[src/pkg/fault_seq_regs.svh]
/*
 Timing and encoding constants for the load switch fault sequencer.
 Assumes a 20 MHz core clock; included by bare name.
*/
`ifndef FAULT_SEQ_REGS_SVH
`define FAULT_SEQ_REGS_SVH
// Core clock period in picoseconds (50 ns)
`define CLK_PERIOD_PS 64'd50000
// Blanking interval in microseconds (17.5 ms)
`define QUALIFY_US 64'd17500
// Off-wait is a fixed multiple of the blanking interval
`define OFF_WAIT_RATIO 32'd32
// Blanking interval in clock cycles: 17.5 ms / 50 ns
`define QUALIFY_CYCLES ((`QUALIFY_US * 64'd1000000) / `CLK_PERIOD_PS)
// Off-wait interval, 560 ms, in clock cycles
`define OFF_WAIT_CYCLES (`QUALIFY_CYCLES * 64'(`OFF_WAIT_RATIO))
`define CNT_W 25
// Synchronised bundle: policy, open pin, polarity, enable, five comparators
`define SYNC_W 10
// Policy codes
`define POLICY_RETRY 2'h0
`define POLICY_LATCH 2'h1
`define POLICY_CONT 2'h2
`endif
[src/pkg/fault_seq_pkg.sv]
/*
 Types for the load switch fault sequencer.
 Assumes nothing beyond a SystemVerilog compiler.
*/
package fault_seq_pkg;
    typedef enum logic [3:0] {
        ST_IDLE = 4'b0001,
        ST_QUALIFY = 4'b0010,
        ST_OFF_WAIT = 4'b0100,
        ST_LATCHED = 4'b1000
    } oc_state_e;
endpackage : fault_seq_pkg

[src/logic/load_switch_fault_sequencer.sv]
/*
 Fault sequencer of a current-limit load switch: comparator levels in,
 switch gate and open-drain fault flag out.
 Assumes comparator levels are asynchronous and the variant pins are static.
*/
// Notes on behaviour
// - Overcurrent for a full blanking interval asserts the fault flag.
// - Overcurrent clearing early resets blanking timer, no flag, no switch change.
// - Autoretry: after blanking, switch off for retry interval, then retry.
// - Autoretry: flag stays low through repeating blanking and retry cycles.
// - Autoretry: no overcurrent after retry leaves switch on, cycling stops.
// - Latch-off: switch off and held off after qualified overcurrent, flag low.
// - Enable toggle clears the latch and re-enables the switch.
// - Continuous: switch stays on, flag after blanking, flag off when overload ends.
// - Enable polarity follows variant; active-low variant inverts it.
// - Reverse current turns switch off and flags immediately, no blanking.
// - Reverse current clearing restores switch and releases flag.
// - Over-temperature turns switch off and flags; restore when it clears.
// - Flag low while any fault cause holds; a qualified overcurrent keeps it low until the sequencer is back in idle.
// - Open limit pin means zero threshold; any forward current is overcurrent.
// - Retry interval is exactly 32 blanking intervals from one timebase.
// - Grounded limit pin forces switch off and flag, whatever enable says.
`timescale 1ns/1ps
`include "fault_seq_regs.svh"
module load_switch_fault_sequencer #(
    parameter logic [24:0] QUALIFY_CYCLES = 25'(`QUALIFY_CYCLES),
    parameter logic [24:0] OFF_WAIT_CYCLES = 25'(`OFF_WAIT_CYCLES)
) (
    input wire logic core_clk_in,
    input wire logic rst_n_in,
    input wire logic enable_pin_in,
    input wire logic enable_active_low_in,
    input wire logic [1:0] policy_in,
    input wire logic over_current_in,
    input wire logic forward_current_in,
    input wire logic limit_set_pin_open_in,
    input wire logic reverse_current_in,
    input wire logic over_temp_in,
    input wire logic limit_set_pin_grounded_in,
    output logic switch_on_out,
    output logic fault_flag_out,
    output logic fault_flag_oe_n_out
);
    // ****************************************************************
    // Input synchronisation
    // ****************************************************************
    logic [`SYNC_W-1:0] raw;
    logic [`SYNC_W-1:0] sync;
    // Straps ride the same flops as the enable pin, so polarity and level arrive together
    assign raw = {policy_in, limit_set_pin_open_in, enable_active_low_in, enable_pin_in, over_current_in,
                  forward_current_in, reverse_current_in, over_temp_in, limit_set_pin_grounded_in};
    pin_sync #(.W(`SYNC_W)) u_sync (
        .core_clk_in(core_clk_in),
        .rst_n_in(rst_n_in),
        .async_in(raw),
        .sync_out(sync)
    );

    logic [1:0] policy_s;
    logic open_s;
    logic al_s;
    logic en_pin_s;
    logic oc_raw_s;
    logic fwd_s;
    logic rev_s;
    logic hot_s;
    logic gnd_s;
    assign {policy_s, open_s, al_s, en_pin_s, oc_raw_s, fwd_s, rev_s, hot_s, gnd_s} = sync;

    logic enable_req;
    logic overcurrent;
    logic hard_fault;
    // Both bits clear in reset, so no false enable for the active-low variant
    assign enable_req = en_pin_s ^ al_s;
    // Open pin: zero threshold, so any forward current qualifies
    assign overcurrent = open_s ? fwd_s : oc_raw_s;
    assign hard_fault = rev_s | hot_s | gnd_s;

    // ****************************************************************
    // Enable edge detection for the enable-rise check (latch release uses the enable level)
    // ****************************************************************
    logic enable_q;
    always_ff @(posedge core_clk_in)
    begin
        if (!rst_n_in)
            enable_q <= 1'b0;
        else
            enable_q <= enable_req;
    end

    // ****************************************************************
    // Overcurrent state machine
    // ****************************************************************
    fault_seq_pkg::oc_state_e state_q;
    fault_seq_pkg::oc_state_e state_d;
    logic [`CNT_W-1:0] cnt_q;
    logic [`CNT_W-1:0] cnt_d;
    logic flag_hold_q;
    logic flag_hold_d;

    function automatic logic [`CNT_W-1:0] cnt_next(input logic [`CNT_W-1:0] c);
        cnt_next = c + `CNT_W'(1);
    endfunction : cnt_next

    always_comb
    begin
        state_d = state_q;
        cnt_d = cnt_q;
        flag_hold_d = flag_hold_q;
        case (state_q)
            fault_seq_pkg::ST_IDLE:
            begin
                cnt_d = '0;
                flag_hold_d = 1'b0;
                if (enable_req && !hard_fault && overcurrent)
                begin
                    state_d = fault_seq_pkg::ST_QUALIFY;
                    cnt_d = `CNT_W'(1);
                end
            end
            fault_seq_pkg::ST_QUALIFY:
            begin
                if (!enable_req || hard_fault || !overcurrent)
                begin
                    // Early clear: no flag, no switch change
                    state_d = fault_seq_pkg::ST_IDLE;
                    cnt_d = '0;
                    flag_hold_d = 1'b0;
                end
                else if (cnt_q >= QUALIFY_CYCLES)
                begin
                    flag_hold_d = 1'b1;
                    cnt_d = '0;
                    case (policy_s)
                        `POLICY_RETRY: state_d = fault_seq_pkg::ST_OFF_WAIT;
                        `POLICY_LATCH: state_d = fault_seq_pkg::ST_LATCHED;
                        default: cnt_d = cnt_q; // Continuous: keep limiting
                    endcase
                end
                else
                    cnt_d = cnt_next(cnt_q);
            end
            fault_seq_pkg::ST_OFF_WAIT:
            begin
                if (!enable_req)
                begin
                    state_d = fault_seq_pkg::ST_IDLE;
                    cnt_d = '0;
                    flag_hold_d = 1'b0;
                end
                else if (cnt_q >= OFF_WAIT_CYCLES - `CNT_W'(1))
                begin
                    // Retry: switch back on, flag kept low; count from one as from idle,
                    // so every blanking run is equally long
                    state_d = fault_seq_pkg::ST_QUALIFY;
                    cnt_d = `CNT_W'(1);
                end
                else
                    cnt_d = cnt_next(cnt_q);
            end
            fault_seq_pkg::ST_LATCHED:
            begin
                if (!enable_req)
                begin
                    state_d = fault_seq_pkg::ST_IDLE;
                    flag_hold_d = 1'b0;
                end
            end
            default:
            begin
                state_d = fault_seq_pkg::ST_IDLE;
                cnt_d = '0;
                flag_hold_d = 1'b0;
            end
        endcase
    end

    always_ff @(posedge core_clk_in)
    begin
        if (!rst_n_in)
        begin
            state_q <= fault_seq_pkg::ST_IDLE;
            cnt_q <= '0;
            flag_hold_q <= 1'b0;
        end
        else
        begin
            state_q <= state_d;
            cnt_q <= cnt_d;
            flag_hold_q <= flag_hold_d;
        end
    end

    // ****************************************************************
    // Outputs
    // ****************************************************************
    logic switch_d;
    logic flag_d;
    assign switch_d = enable_req && !hard_fault &&
                      state_d != fault_seq_pkg::ST_OFF_WAIT &&
                      state_d != fault_seq_pkg::ST_LATCHED;
    assign flag_d = flag_hold_d || hard_fault;

    always_ff @(posedge core_clk_in)
    begin
        if (!rst_n_in)
        begin
            switch_on_out <= 1'b0;
            fault_flag_out <= 1'b1;
            fault_flag_oe_n_out <= 1'b1;
        end
        else
        begin
            switch_on_out <= switch_d;
            // Open drain: drive low only, oe low while driving
            fault_flag_out <= 1'b0;
            fault_flag_oe_n_out <= !flag_d;
        end
    end

    // ****************************************************************
    // Checks
    // ****************************************************************
    a_hard_off: assert property (@(posedge core_clk_in) disable iff (!rst_n_in)
        hard_fault |=> !switch_on_out && !fault_flag_oe_n_out)
        else $error("hard fault did not force off and flag");
    a_enable_off: assert property (@(posedge core_clk_in) disable iff (!rst_n_in)
        !enable_req |=> !switch_on_out)
        else $error("switch on while enable off");
    a_early_clear: assert property (@(posedge core_clk_in) disable iff (!rst_n_in)
        state_q == fault_seq_pkg::ST_QUALIFY && !overcurrent && !hard_fault && enable_req
        |=> state_q == fault_seq_pkg::ST_IDLE && cnt_q == '0)
        else $error("blanking timer not reset");
    a_latch_hold: assert property (@(posedge core_clk_in) disable iff (!rst_n_in)
        state_q == fault_seq_pkg::ST_LATCHED && enable_req |=> !switch_on_out)
        else $error("latched switch turned on");
    a_latch_clear: assert property (@(posedge core_clk_in) disable iff (!rst_n_in)
        state_q == fault_seq_pkg::ST_LATCHED && !enable_req |=> state_q == fault_seq_pkg::ST_IDLE)
        else $error("latch not cleared by enable toggle");
    a_enable_rise: assert property (@(posedge core_clk_in) disable iff (!rst_n_in)
        !enable_q && enable_req && !hard_fault && state_q == fault_seq_pkg::ST_IDLE |=> switch_on_out)
        else $error("switch not on after enable toggle");
    a_retry_flag: assert property (@(posedge core_clk_in) disable iff (!rst_n_in)
        state_q == fault_seq_pkg::ST_OFF_WAIT && enable_req |=> !fault_flag_oe_n_out)
        else $error("flag released during off wait");
    a_qualify_flag: assert property (@(posedge core_clk_in) disable iff (!rst_n_in)
        $rose(flag_hold_q) |-> $past(state_q) == fault_seq_pkg::ST_QUALIFY
        && $past(cnt_q) >= QUALIFY_CYCLES)
        else $error("flag before blanking expired");
    a_cont_on: assert property (@(posedge core_clk_in) disable iff (!rst_n_in)
        policy_s == `POLICY_CONT && enable_req && !hard_fault |=> switch_on_out)
        else $error("continuous variant switched off");
    a_flag_release: assert property (@(posedge core_clk_in) disable iff (!rst_n_in)
        !hard_fault && state_q == fault_seq_pkg::ST_IDLE && !flag_hold_q
        ##0 state_d == fault_seq_pkg::ST_IDLE |=> fault_flag_oe_n_out)
        else $error("flag held without cause");
endmodule : load_switch_fault_sequencer

[src/logic/pin_sync.sv]
/*
 Two-flop synchroniser for a bundle of asynchronous levels.
 Assumes a single clock; output only from the second flop.
*/
`timescale 1ns/1ps
module pin_sync #(
    parameter int W = 6
) (
    input wire logic core_clk_in,
    input wire logic rst_n_in,
    input wire logic [W-1:0] async_in,
    output logic [W-1:0] sync_out
);
    logic [W-1:0] meta_q;
    always_ff @(posedge core_clk_in)
    begin
        if (!rst_n_in)
        begin
            meta_q <= '0;
            sync_out <= '0;
        end
        else
        begin
            meta_q <= async_in;
            sync_out <= meta_q;
        end
    end
endmodule : pin_sync

[config.mk]
export PLATFORM = sky130hd
export DESIGN_NAME = load_switch_fault_sequencer
export DESIGN_NICKNAME = d
export VERILOG_FILES = /design/src/pkg/fault_seq_pkg.sv /design/src/logic/load_switch_fault_sequencer.sv /design/src/logic/pin_sync.sv
export VERILOG_INCLUDE_DIRS = /design/src /design/src/pkg
export SDC_FILE = /design/constraint.sdc
export NUM_CORES = 1
export LEC_CHECK = 0
export BUFFER_PORTS_ARGS = -buffer_cell sky130_fd_sc_hd__buf_2
export CAP_MARGIN = 15
export CELL_PAD_IN_SITES_DETAIL_PLACEMENT = 1
export CELL_PAD_IN_SITES_GLOBAL_PLACEMENT = 2
export CORE_MARGIN = 2
export CORE_UTILIZATION = 35
export CTS_BUF_LIST = sky130_fd_sc_hd__clkbuf_8
export CTS_CLUSTER_DIAMETER = 60
export CTS_CLUSTER_SIZE = 25
export DETAILED_ROUTE_END_ITERATION = 16
export PLACE_DENSITY_LB_ADDON = 0.1
export REMOVE_ABC_BUFFERS = 1
export SLEW_MARGIN = 10
export SYNTH_ARGS = -nofsm -noshare
export SYNTH_HDL_FRONTEND = slang
export SYNTH_SLANG_ARGS = --single-unit
[constraint.sdc]
create_clock -name core_clk_in -period 3.21 [get_ports core_clk_in]
set_input_delay 0 -clock core_clk_in [delete_from_list [all_inputs] [get_ports core_clk_in]]
set_output_delay 0 -clock core_clk_in [all_outputs]
set_load 0.02 [all_outputs]
# Word level (Yosys, flattened, before mapping)
# Index checks and enable logic that the tools add are counted.
# word_totals
ff_bits	53
latchBits	0
ram_bits	0
rom_bits	0
inputBits	12
output_inout_bits	3
wordCells	59
n_memories	0
# op_classes
addsub	1
mul	0
div_mod_pow	0
n_lt_le_gt_ge	2
eq_ne	8
n_shift	0
mux	21
bitwise_logic	4
n_reduce_logical	15
# ops
cell	n
$mux 25	5
$pmux 25 s4	1
$add 25x1->25 const B	1
$ge 25x19->1 const B	1
$ge 25x24->1 const B	1
$mux 4	6
$pmux 4 s4	1
$ne 4x4->1 const B	2
$pmux 4 s2	1
$mux 1	6
$eq 4x1->1 const B	1
$eq 4x2->1 const B	1
$eq 4x3->1 const B	1
$eq 4x4->1 const B	1
$logic_and 1x1->1	4
$logic_not 1->1	4
$ne 4x3->1 const B	1
$reduce_or 2->1	2
$logic_or 1x1->1	3
$eq 2x1->1 const B	1
$logic_not 2->1	1
$or 1x1->1	2
$pmux 1 s2	1
$reduce_and 2->1	1
2 further kinds	2

# Logic depth before layout (Yosys ltp)
# Gate-level depths: netlist (run 1).
# depth
ltp_word	10
ltp_mapped	9

# Modules after synthesis
# From an unflattened synthesis (run 1), not the netlist that was laid out.
# hier_totals
cells_unflattened	290
hier_area_um2	2596.2
# by_module_without_submodules
module	n_inst	cells_per_inst	area_each_um2
load_switch_fault_sequencer	1	248	2034.5
pin_sync	1	42	561.8

# Worst setup path after synthesis (run 1)
# Ideal clock, no wire load.
# synth_path
path_type	reg2reg
from	register cnt_q[4]
to	register cnt_q[7]
arrival_ns	2.116
t_required_ns	3.085
path_slack_ns	0.969
path_stages_with_launch	9
path_buffers	2
path_cell_list	dfxtp_1 -> nand4_4 -> or2_4 -> or4b_4 -> and3_4 -> buf_6 -> o31ai_4 -> buf_6 -> a21oi_2
# synth_between
elab_chain_cells	4
# synth_rtl
item	line_no	text
start, declared	load_switch_fault_sequencer.sv:96	logic [`CNT_W-1:0] cnt_q;
start signal, assigned	load_switch_fault_sequencer.sv:189	cnt_q <= cnt_d;
$add 25x1->25 (tied with other cells)	load_switch_fault_sequencer.sv:102	cnt_next = c + `CNT_W'(1);
$mux 25, on equally long branches	load_switch_fault_sequencer.sv:151, load_switch_fault_sequencer.sv:130	
$mux 25, on equally long branches	load_switch_fault_sequencer.sv:145, load_switch_fault_sequencer.sv:123	
$pmux 25 s4	load_switch_fault_sequencer.sv:110	case (state_q)
# Several ways; a longest one is shown, not always the timed one.
# A chain may end at the register's enable or synchronous reset.

# Final worst setup path (run 1)
# layout_path
from	register cnt_q[12]
to	register cnt_q[4]
# layout_between
elab_chain_cells	4
# layout_rtl
item	line_no
$ge 25x24->1 or $ge 25x19->1 (tied branches)	load_switch_fault_sequencer.sv:151, load_switch_fault_sequencer.sv:130
$mux 25, on equally long branches	load_switch_fault_sequencer.sv:151, load_switch_fault_sequencer.sv:130
$mux 25, on equally long branches	load_switch_fault_sequencer.sv:145, load_switch_fault_sequencer.sv:123
$pmux 25 s4	load_switch_fault_sequencer.sv:110
# Several ways; a longest one is shown, not always the timed one.

==> impl_metrics.toml, run 1 <==
[status]
outcome = "finished clean"

[synthesis]
number_of_synthesized_flops_with_an_enable_pin = 0
synthFlopType = "sky130_fd_sc_hd__dfxtp_1"
seq_area_frac_synth_pct = 42.44
post_synth_inst_count = 273
syn_area_um2 = 2500
post_synth.cell_area_avg_um2 = 9.157
yosys_register_bits = 53
synth-warning-count = 0
async_flop_share_pct = 0
synth.lib_cells_used.distinct = 58

[worst_setup_path]
worstSetupStartpointType = "flip-flop"
reg2regPathDepth = 7
ff2ff_setup_slack_ns = 0.68
worst_setup_path_end_kind = "flip-flop"
cp.required_ns = 3.45
critical_path.reg2reg.startpoint = "cnt_q[12]$_SDFFE_PN0P_"
critical_path_arrival_ns = 2.77
regToRegEndpoint = "cnt_q[4]$_SDFFE_PN0P_"
setup.worst_path.class = "reg2reg"
largest_fanout_on_the_critical_path = 12

[min_path]
hold_path_end = "fault_flag_oe_n_out$_SDFF_PN1_"
timing.hold.worst.start = "rst_n_in"
hold_path_depth = 2
hold_class = "in2reg"

[placement]
port_buffers = 14
globalplace.congestion = 0.7502
post_dp_cell_area_um2 = 2656
detailedPlacementHpwl_mm = 4.302

[floorplanning]
io_pins = 15
fp.coreArea_um2 = 6869
die_width_um = 88.52
die_area_um2 = 7835
die_y_extent_um = 88.52
initial_utilization_pct = 36.39
number_of_standard_cell_rows_in_the_floorplan = 30

[clock_tree]
cts-root-buf = "sky130_fd_sc_hd__clkbuf_8"
htree_levels = 2
cts-root-to-sink-buffers = 2
clk-insertion-delay-late_ns = 0.33
clock_sink_count = 53
cts_resized = 0
postCtsSetupRepairBufs = 0
tritoncts.num_buffers = 5
clkTransAtPathRegs_ns = 0.11
holdBufCountCts = 10
cts_tree = "built"

[power]
post-layout-total-power_uw = 1149
p_leak_uw = 0.0009426
power.density_nw_per_um2 = 402.6
peakVddDrop_uv = 156.6

[global_route]
grt_pass1_vias = 2055
grt_use_total_pct = 16.85
maximum_number_of_pins_on_one_net_before_global_route_repair = 25
grt_overflow = 0
antenna_found_initial = 0
global_route_wire_length_before_repair_mm = 10.12

[route]
drtPass1Iterations = 4
avgViaCountPerCell = 5.162
initialDrtViolationCount = 82
detailroute.via_count = 2039
detail_route.wl_per_cell_um = 15.33
drtAntennaViolNets = 0
detailed_route_wl_mm = 6.055
route.detailed.drc = 0

[final_layout]
area_used_by_multi_input_combinational_logic_um2 = 1326
final_common_cell = "sky130_fd_sc_hd__dfxtp_1"
final_nets = 312
final-seq-area_um2 = 1061
n_antenna_cell = 0
area_delta_synth_final_pct = 14.16
fill_cell_count = 821
final_layout_size_suffix_gt1_share_pct = 21.07
layout.cells.most_common_list = "sky130_fd_sc_hd__dfxtp_1 (53), sky130_fd_sc_hd__and2_1 (21), sky130_fd_sc_hd__nand2_1 (15), sky130_fd_sc_hd__buf_2 (14)"
post-route-cell-area_um2 = 2854

[sta]
final_period_minus_worst_setup_slack_ns = 2.529
setup_viol = 0
relSlewSlack_pct = 52.00
finalClockSkew_ns = 0.008233
hold_viol_final = 0
worst-slew-pin-transition_ns = 0.7149
unrepaired_setup_endpoints_after_global_routing = "no"
post-route-period-util_pct = 78.77
fmax_mhz = 395.5
report.final.slew_viol_count = 0
final.setup.tns_ns = 0

[run]
cap_violations = 0
worst max path at each step:
stage	from	endpoint	slack [ns]	cells past startpoint
2_1_floorplan	cnt_q[11]$_SDFFE_PN0P_	cnt_q[4]$_SDFFE_PN0P_	0.40	6
3_3_place_gp	cnt_q[4]$_SDFFE_PN0P_	cnt_q[4]$_SDFFE_PN0P_	0.74	7
3_5_place_dp	cnt_q[12]$_SDFFE_PN0P_	cnt_q[4]$_SDFFE_PN0P_	0.67	7
4_1_cts	cnt_q[12]$_SDFFE_PN0P_	cnt_q[4]$_SDFFE_PN0P_	0.65	7
5_1_grt	cnt_q[21]$_SDFFE_PN0P_	cnt_q[9]$_SDFFE_PN0P_	0.52	7
6_report	cnt_q[12]$_SDFFE_PN0P_	cnt_q[4]$_SDFFE_PN0P_	0.68	7
per-layer routing:
metal | vias to the layer above | share of wire (%) | track usage [%]
met5 | - | 0 | 0
met2 | 20 | 50 | 29.53
met4 | 0 | 0.89 | 4.545
met1 | 978 | 47 | 21.21
li1 | 1034 | - | -
met3 | 7 | 2.5 | 3.172
critical path, stage by stage, from the launching register on:
cell and delay [ns]:
sky130_fd_sc_hd__dfxtp_1 0.48, sky130_fd_sc_hd__or4b_1 0.49, sky130_fd_sc_hd__o31ai_2 0.23, sky130_fd_sc_hd__a41oi_2 0.28, sky130_fd_sc_hd__and2_1 0.31, sky130_fd_sc_hd__o31ai_4 0.20, sky130_fd_sc_hd__buf_4 0.28, sky130_fd_sc_hd__o21ba_1 0.18
report_power, final:
part | leakage, µW | total (µW) | internal, µW | switching [µW]
Combinational | 0.000460 | 45.9 | 23.8 | 22.1
Clock | 0.0000506 | 427 | 164 | 263
Sequential | 0.000432 | 676 | 672 | 4.67
through the flow:
step                hold slack [ns]  instances  util [%]  worst slack (ns)
floorplan                   0.09191        262         -            0.3961
global placement             0.2040        377     38.67            0.7444
detailed placement           0.2104        377     38.67            0.6718
CTS                          0.1169        395     41.55            0.6524
global route                 0.1606        395     41.55            0.5177
finish                       0.1005        395     41.55            0.6813
state kept, by name (all words and copies together) (netlist names):
signal and cells:
flag_hold_q 1, state_q 4, u_sync.sync_out 10, fault_flag_out 1
cnt_q 25, u_sync.meta_q 10, switch_on_out 1, fault_flag_oe_n_out 1
logic make-up after synthesis:
group / share of synthesized area, %
flops: 42.44
compound gates: 20.62
simple gates: 28.23
fa+ha+maj: 1.001
buf+inv: 4.504
xor+xnor: 2.803
mux: 0.4004
cell usage after synthesis (all sizes together), types with 4 or more instances:
master,instances,share of area [%]
dfxtp,53,42
nor3,9,1.8
buf,7,2.3
a21oi,26,7.2
nor2,20,3.7
and3,6,1.8
or3,11,2.8
nor4,5,1.9
o211ai,7,2.3
o21ai,14,3.0
nand3,9,1.8
o31ai,5,2.3
nand2,16,2.5
xor2,6,2.1
clkbuf,4,0.60
inv,11,1.7
and2,21,5.3
nand4,6,2.1
layout make-up:
| class | count | area share [%] |
|---|---|---|
| well taps | 96 | 4.209 |
| clock buffers | 5 | 2.411 |
| flip-flops and latches | 53 | 37.18 |
| repair buffers | 29 | 7.277 |
| clock inverters | 3 | 1.008 |
| inverters | 11 | 1.447 |
| multi-input cells | 198 | 46.47 |
(Power assumes the default switching activity.)
==> run 2: changes to the inputs <==
==> constraint.sdc (replaced) <==
create_clock -name core_clk_in -period 2.1 [get_ports core_clk_in]
set_input_delay 0 -clock core_clk_in [delete_from_list [all_inputs] [get_ports core_clk_in]]
set_output_delay 0 -clock core_clk_in [all_outputs]
set_load 0.02 [all_outputs]
==> run 2 against run 1 <==
  * The flow now finishes with violations (negative setup slack)
  * Cell count grew 15%
  * Clock-buffer cell count unchanged
  * Via count up 12%
  * Routed wire length rose by 13%
  * Flip-flop and latch count unchanged
  * Sequential share of layout area down 6.2 points
==> impl_metrics.toml, run 2 (same netlist as run 1, synthesis figures left out) <==
[status]
outcome = "finished with violations"
failed_checks = "negative setup slack"

[placement]
globalplace.congestion = 0.8309
detailedPlacementHpwl_mm = 5.019
port_buffers = 14
dp.cells = 430

[worst_setup_path]
critPathMaxStageDelay_ns = 0.54
setup.worst_path.class = "reg2reg"
crit_path_cell_trace = "or4b_4 > o31ai_4 > a41oi_2 > buf_4 > o21ai_4 > o31ai_4 > buf_6 > buf_12 > a21oi_2"
critical_path.reg2reg.startpoint = "cnt_q[15]$_SDFFE_PN0P_"
critical_path_arrival_ns = 2.48
ff2ff_setup_slack_ns = -0.11
regToRegEndpoint = "cnt_q[10]$_SDFFE_PN0P_"
cp_top_family = "compound AO/OA/AOI/OAI gates"
reg2regPathDepth = 9
crit_path_top_delay_cell = "sky130_fd_sc_hd__or4b_4"
crit_buf_inv = 3
cp.required_ns = 2.36
worstSetupStartpointType = "flip-flop"
largest_fanout_on_the_critical_path = 8
worst_setup_path_end_kind = "flip-flop"
cpMostUsedCell = "sky130_fd_sc_hd__o31ai_4"

[global_route]
maximum_number_of_pins_on_one_net_before_global_route_repair = 25
global_route_wire_length_before_repair_mm = 11.53
grt_overflow = 0
grt_use_total_pct = 19.35
grt_pass1_vias = 2346
antenna_found_initial = 0

[sta]
report.final.slew_viol_count = 0
fin_worst_hold_slack_ns = 0.1230
relSlewSlack_pct = 60.88
fmax_mhz = 451.8
final_period_minus_worst_setup_slack_ns = 2.213
worst_path_setup_slack_after_routing_ns = -0.1133
post-route-period-util_pct = 105.4
hold_viol_final = 0
worst-slew-pin-transition_ns = 0.5823
setup_viol = 24
unrepaired_setup_endpoints_after_global_routing = "yes"
finalClockSkew_ns = 0.007132

[final_layout]
max_flop_register = "cnt_q"
n_antenna_cell = 0
layout.cells.most_common_list = "sky130_fd_sc_hd__buf_4 (59), sky130_fd_sc_hd__dfxtp_1 (45), sky130_fd_sc_hd__and2_1 (20), sky130_fd_sc_hd__a21oi_2 (16), sky130_fd_sc_hd__nand2_1 (15)"
finish.cell_count_without_fillers = 454
fill_cell_count = 789
area_delta_synth_final_pct = 38.34
final_common_cell = "sky130_fd_sc_hd__buf_4"
largest_register_ffs = 25
biggestRegsByFlops = "cnt_q: 25 flops, u_sync.meta_q: 10 flops, u_sync.sync_out: 10 flops"
final_layout_size_suffix_gt1_share_pct = 40.78
final_nets = 371

[min_path]
hold_path_end = "fault_flag_oe_n_out$_SDFF_PN1_"
timing.hold.worst.start = "rst_n_in"
hold_class = "in2reg"
hold_path_depth = 2

[clock_tree]
tritoncts.num_buffers = 5
clk-insertion-delay-late_ns = 0.32
clock_sink_count = 53
clkTransAtPathRegs_ns = 0.11
cts-root-to-sink-buffers = 2
cts-root-buf = "sky130_fd_sc_hd__clkbuf_8"
cts_tree = "built"
htree_levels = 2

[route]
detailed_route_wl_mm = 6.841
detail_route.wl_per_cell_um = 15.07
initialDrtViolationCount = 70
drtAntennaViolNets = 0
detailroute.via_count = 2277
route.detailed.drc = 0
avgViaCountPerCell = 5.015
drtPass1Iterations = 4

[floorplanning]
initial_utilization_pct = 36.39
fp.coreArea_um2 = 6869
die_area_um2 = 7835
io_pins = 15
die_y_extent_um = 88.52
die_width_um = 88.52
number_of_standard_cell_rows_in_the_floorplan = 30

[power]
peakVddDrop_uv = 305.0
power.density_nw_per_um2 = 537.0
post-layout-total-power_uw = 1857
p_leak_uw = 0.001282

[run]
cap_violations = 0
[run 2: cell count changes in the layout (fill, tap and decap cells not counted), sizes merged]
| cell | previous run | this run |
|---|---|---|
| buf | 19 | 78 |
| clkinv | 1 | 0 |
| bufinv | 0 | 1 |
[run 2: what timing repair did]
| item | 4_1_cts | 5_1_grt |
|---|---|---|
| buffers inserted | 5 | 0 |
| gates cloned | 1 | 0 |
| setup endpoints to repair | 28 | 28 |
| gates resized for setup | 17 | 20 |
| hold buffers | 10 | 0 |
| pin swaps | 6 | 8 |
| hold endpoints to repair | 10 | 0 |
[run 2: per-stage QoR]
stage               area (µm²)  utilization, %  setup slack [ns]  TNS, ns
floorplan                 2429               -           -0.7139   -11.69
global placement          3054           44.46           -0.1567   -1.657
detailed placement        3054           44.46           -0.2591   -3.433
CTS                       3397           49.45           -0.1529   -2.819
global route              3458           50.35           -0.2096   -3.948
finish                    3458           50.35           -0.1133   -1.561
[run 2: cell type report]
type | instances | area (µm²) | area share [%]
Clock buffer | 5 | 68.82 | 1.990
Multi-Input combinational cell | 198 | 1431 | 41.39
Tap cell | 96 | 120.1 | 3.473
Sequential cell | 53 | 1071 | 30.97
Timing Repair Buffer | 88 | 678.2 | 19.61
Clock inverter | 3 | 47.55 | 1.375
Inverter | 11 | 41.29 | 1.194
[run 2: report_power, final]
part / internal [µW] / switching (µW)
logic: 41.1 / 35.7
clock network: 365 / 383
registers: 1030 / 6.09
total: 1430 / 425
[run 2: per-layer routing]
metal	global-route usage [%]	up-vias	routed length, µm
li1	-	1148	-
met2	33.01	18	3465
met5	0	-	0
met4	5.647	0	72
met1	25.00	1104	3183
met3	3.545	7	120
[run 2: worst max path at each step]
stage                      startpoint                     end  depth (start not counted)
6_report       cnt_q[15]$_SDFFE_PN0P_  cnt_q[10]$_SDFFE_PN0P_                          9
5_1_grt        cnt_q[15]$_SDFFE_PN0P_   cnt_q[2]$_SDFFE_PN0P_                          9
4_1_cts        cnt_q[15]$_SDFFE_PN0P_  cnt_q[10]$_SDFFE_PN0P_                          9
3_5_place_dp    cnt_q[5]$_SDFFE_PN0P_  cnt_q[22]$_SDFFE_PN0P_                          8
3_3_place_gp    cnt_q[5]$_SDFFE_PN0P_  cnt_q[22]$_SDFFE_PN0P_                          8
2_1_floorplan  cnt_q[11]$_SDFFE_PN0P_   cnt_q[4]$_SDFFE_PN0P_                          6
[run 2: worst reg2reg max path, stage by stage, from the launching register on]
cell and delay [ns]:
sky130_fd_sc_hd__dfxtp_2 0.34, sky130_fd_sc_hd__or4b_4 0.54, sky130_fd_sc_hd__o31ai_4 0.19, sky130_fd_sc_hd__a41oi_2 0.15, sky130_fd_sc_hd__buf_4 0.17, sky130_fd_sc_hd__o21ai_4 0.26, sky130_fd_sc_hd__o31ai_4 0.12, sky130_fd_sc_hd__buf_6 0.15
sky130_fd_sc_hd__buf_12 0.13, sky130_fd_sc_hd__a21oi_2 0.10
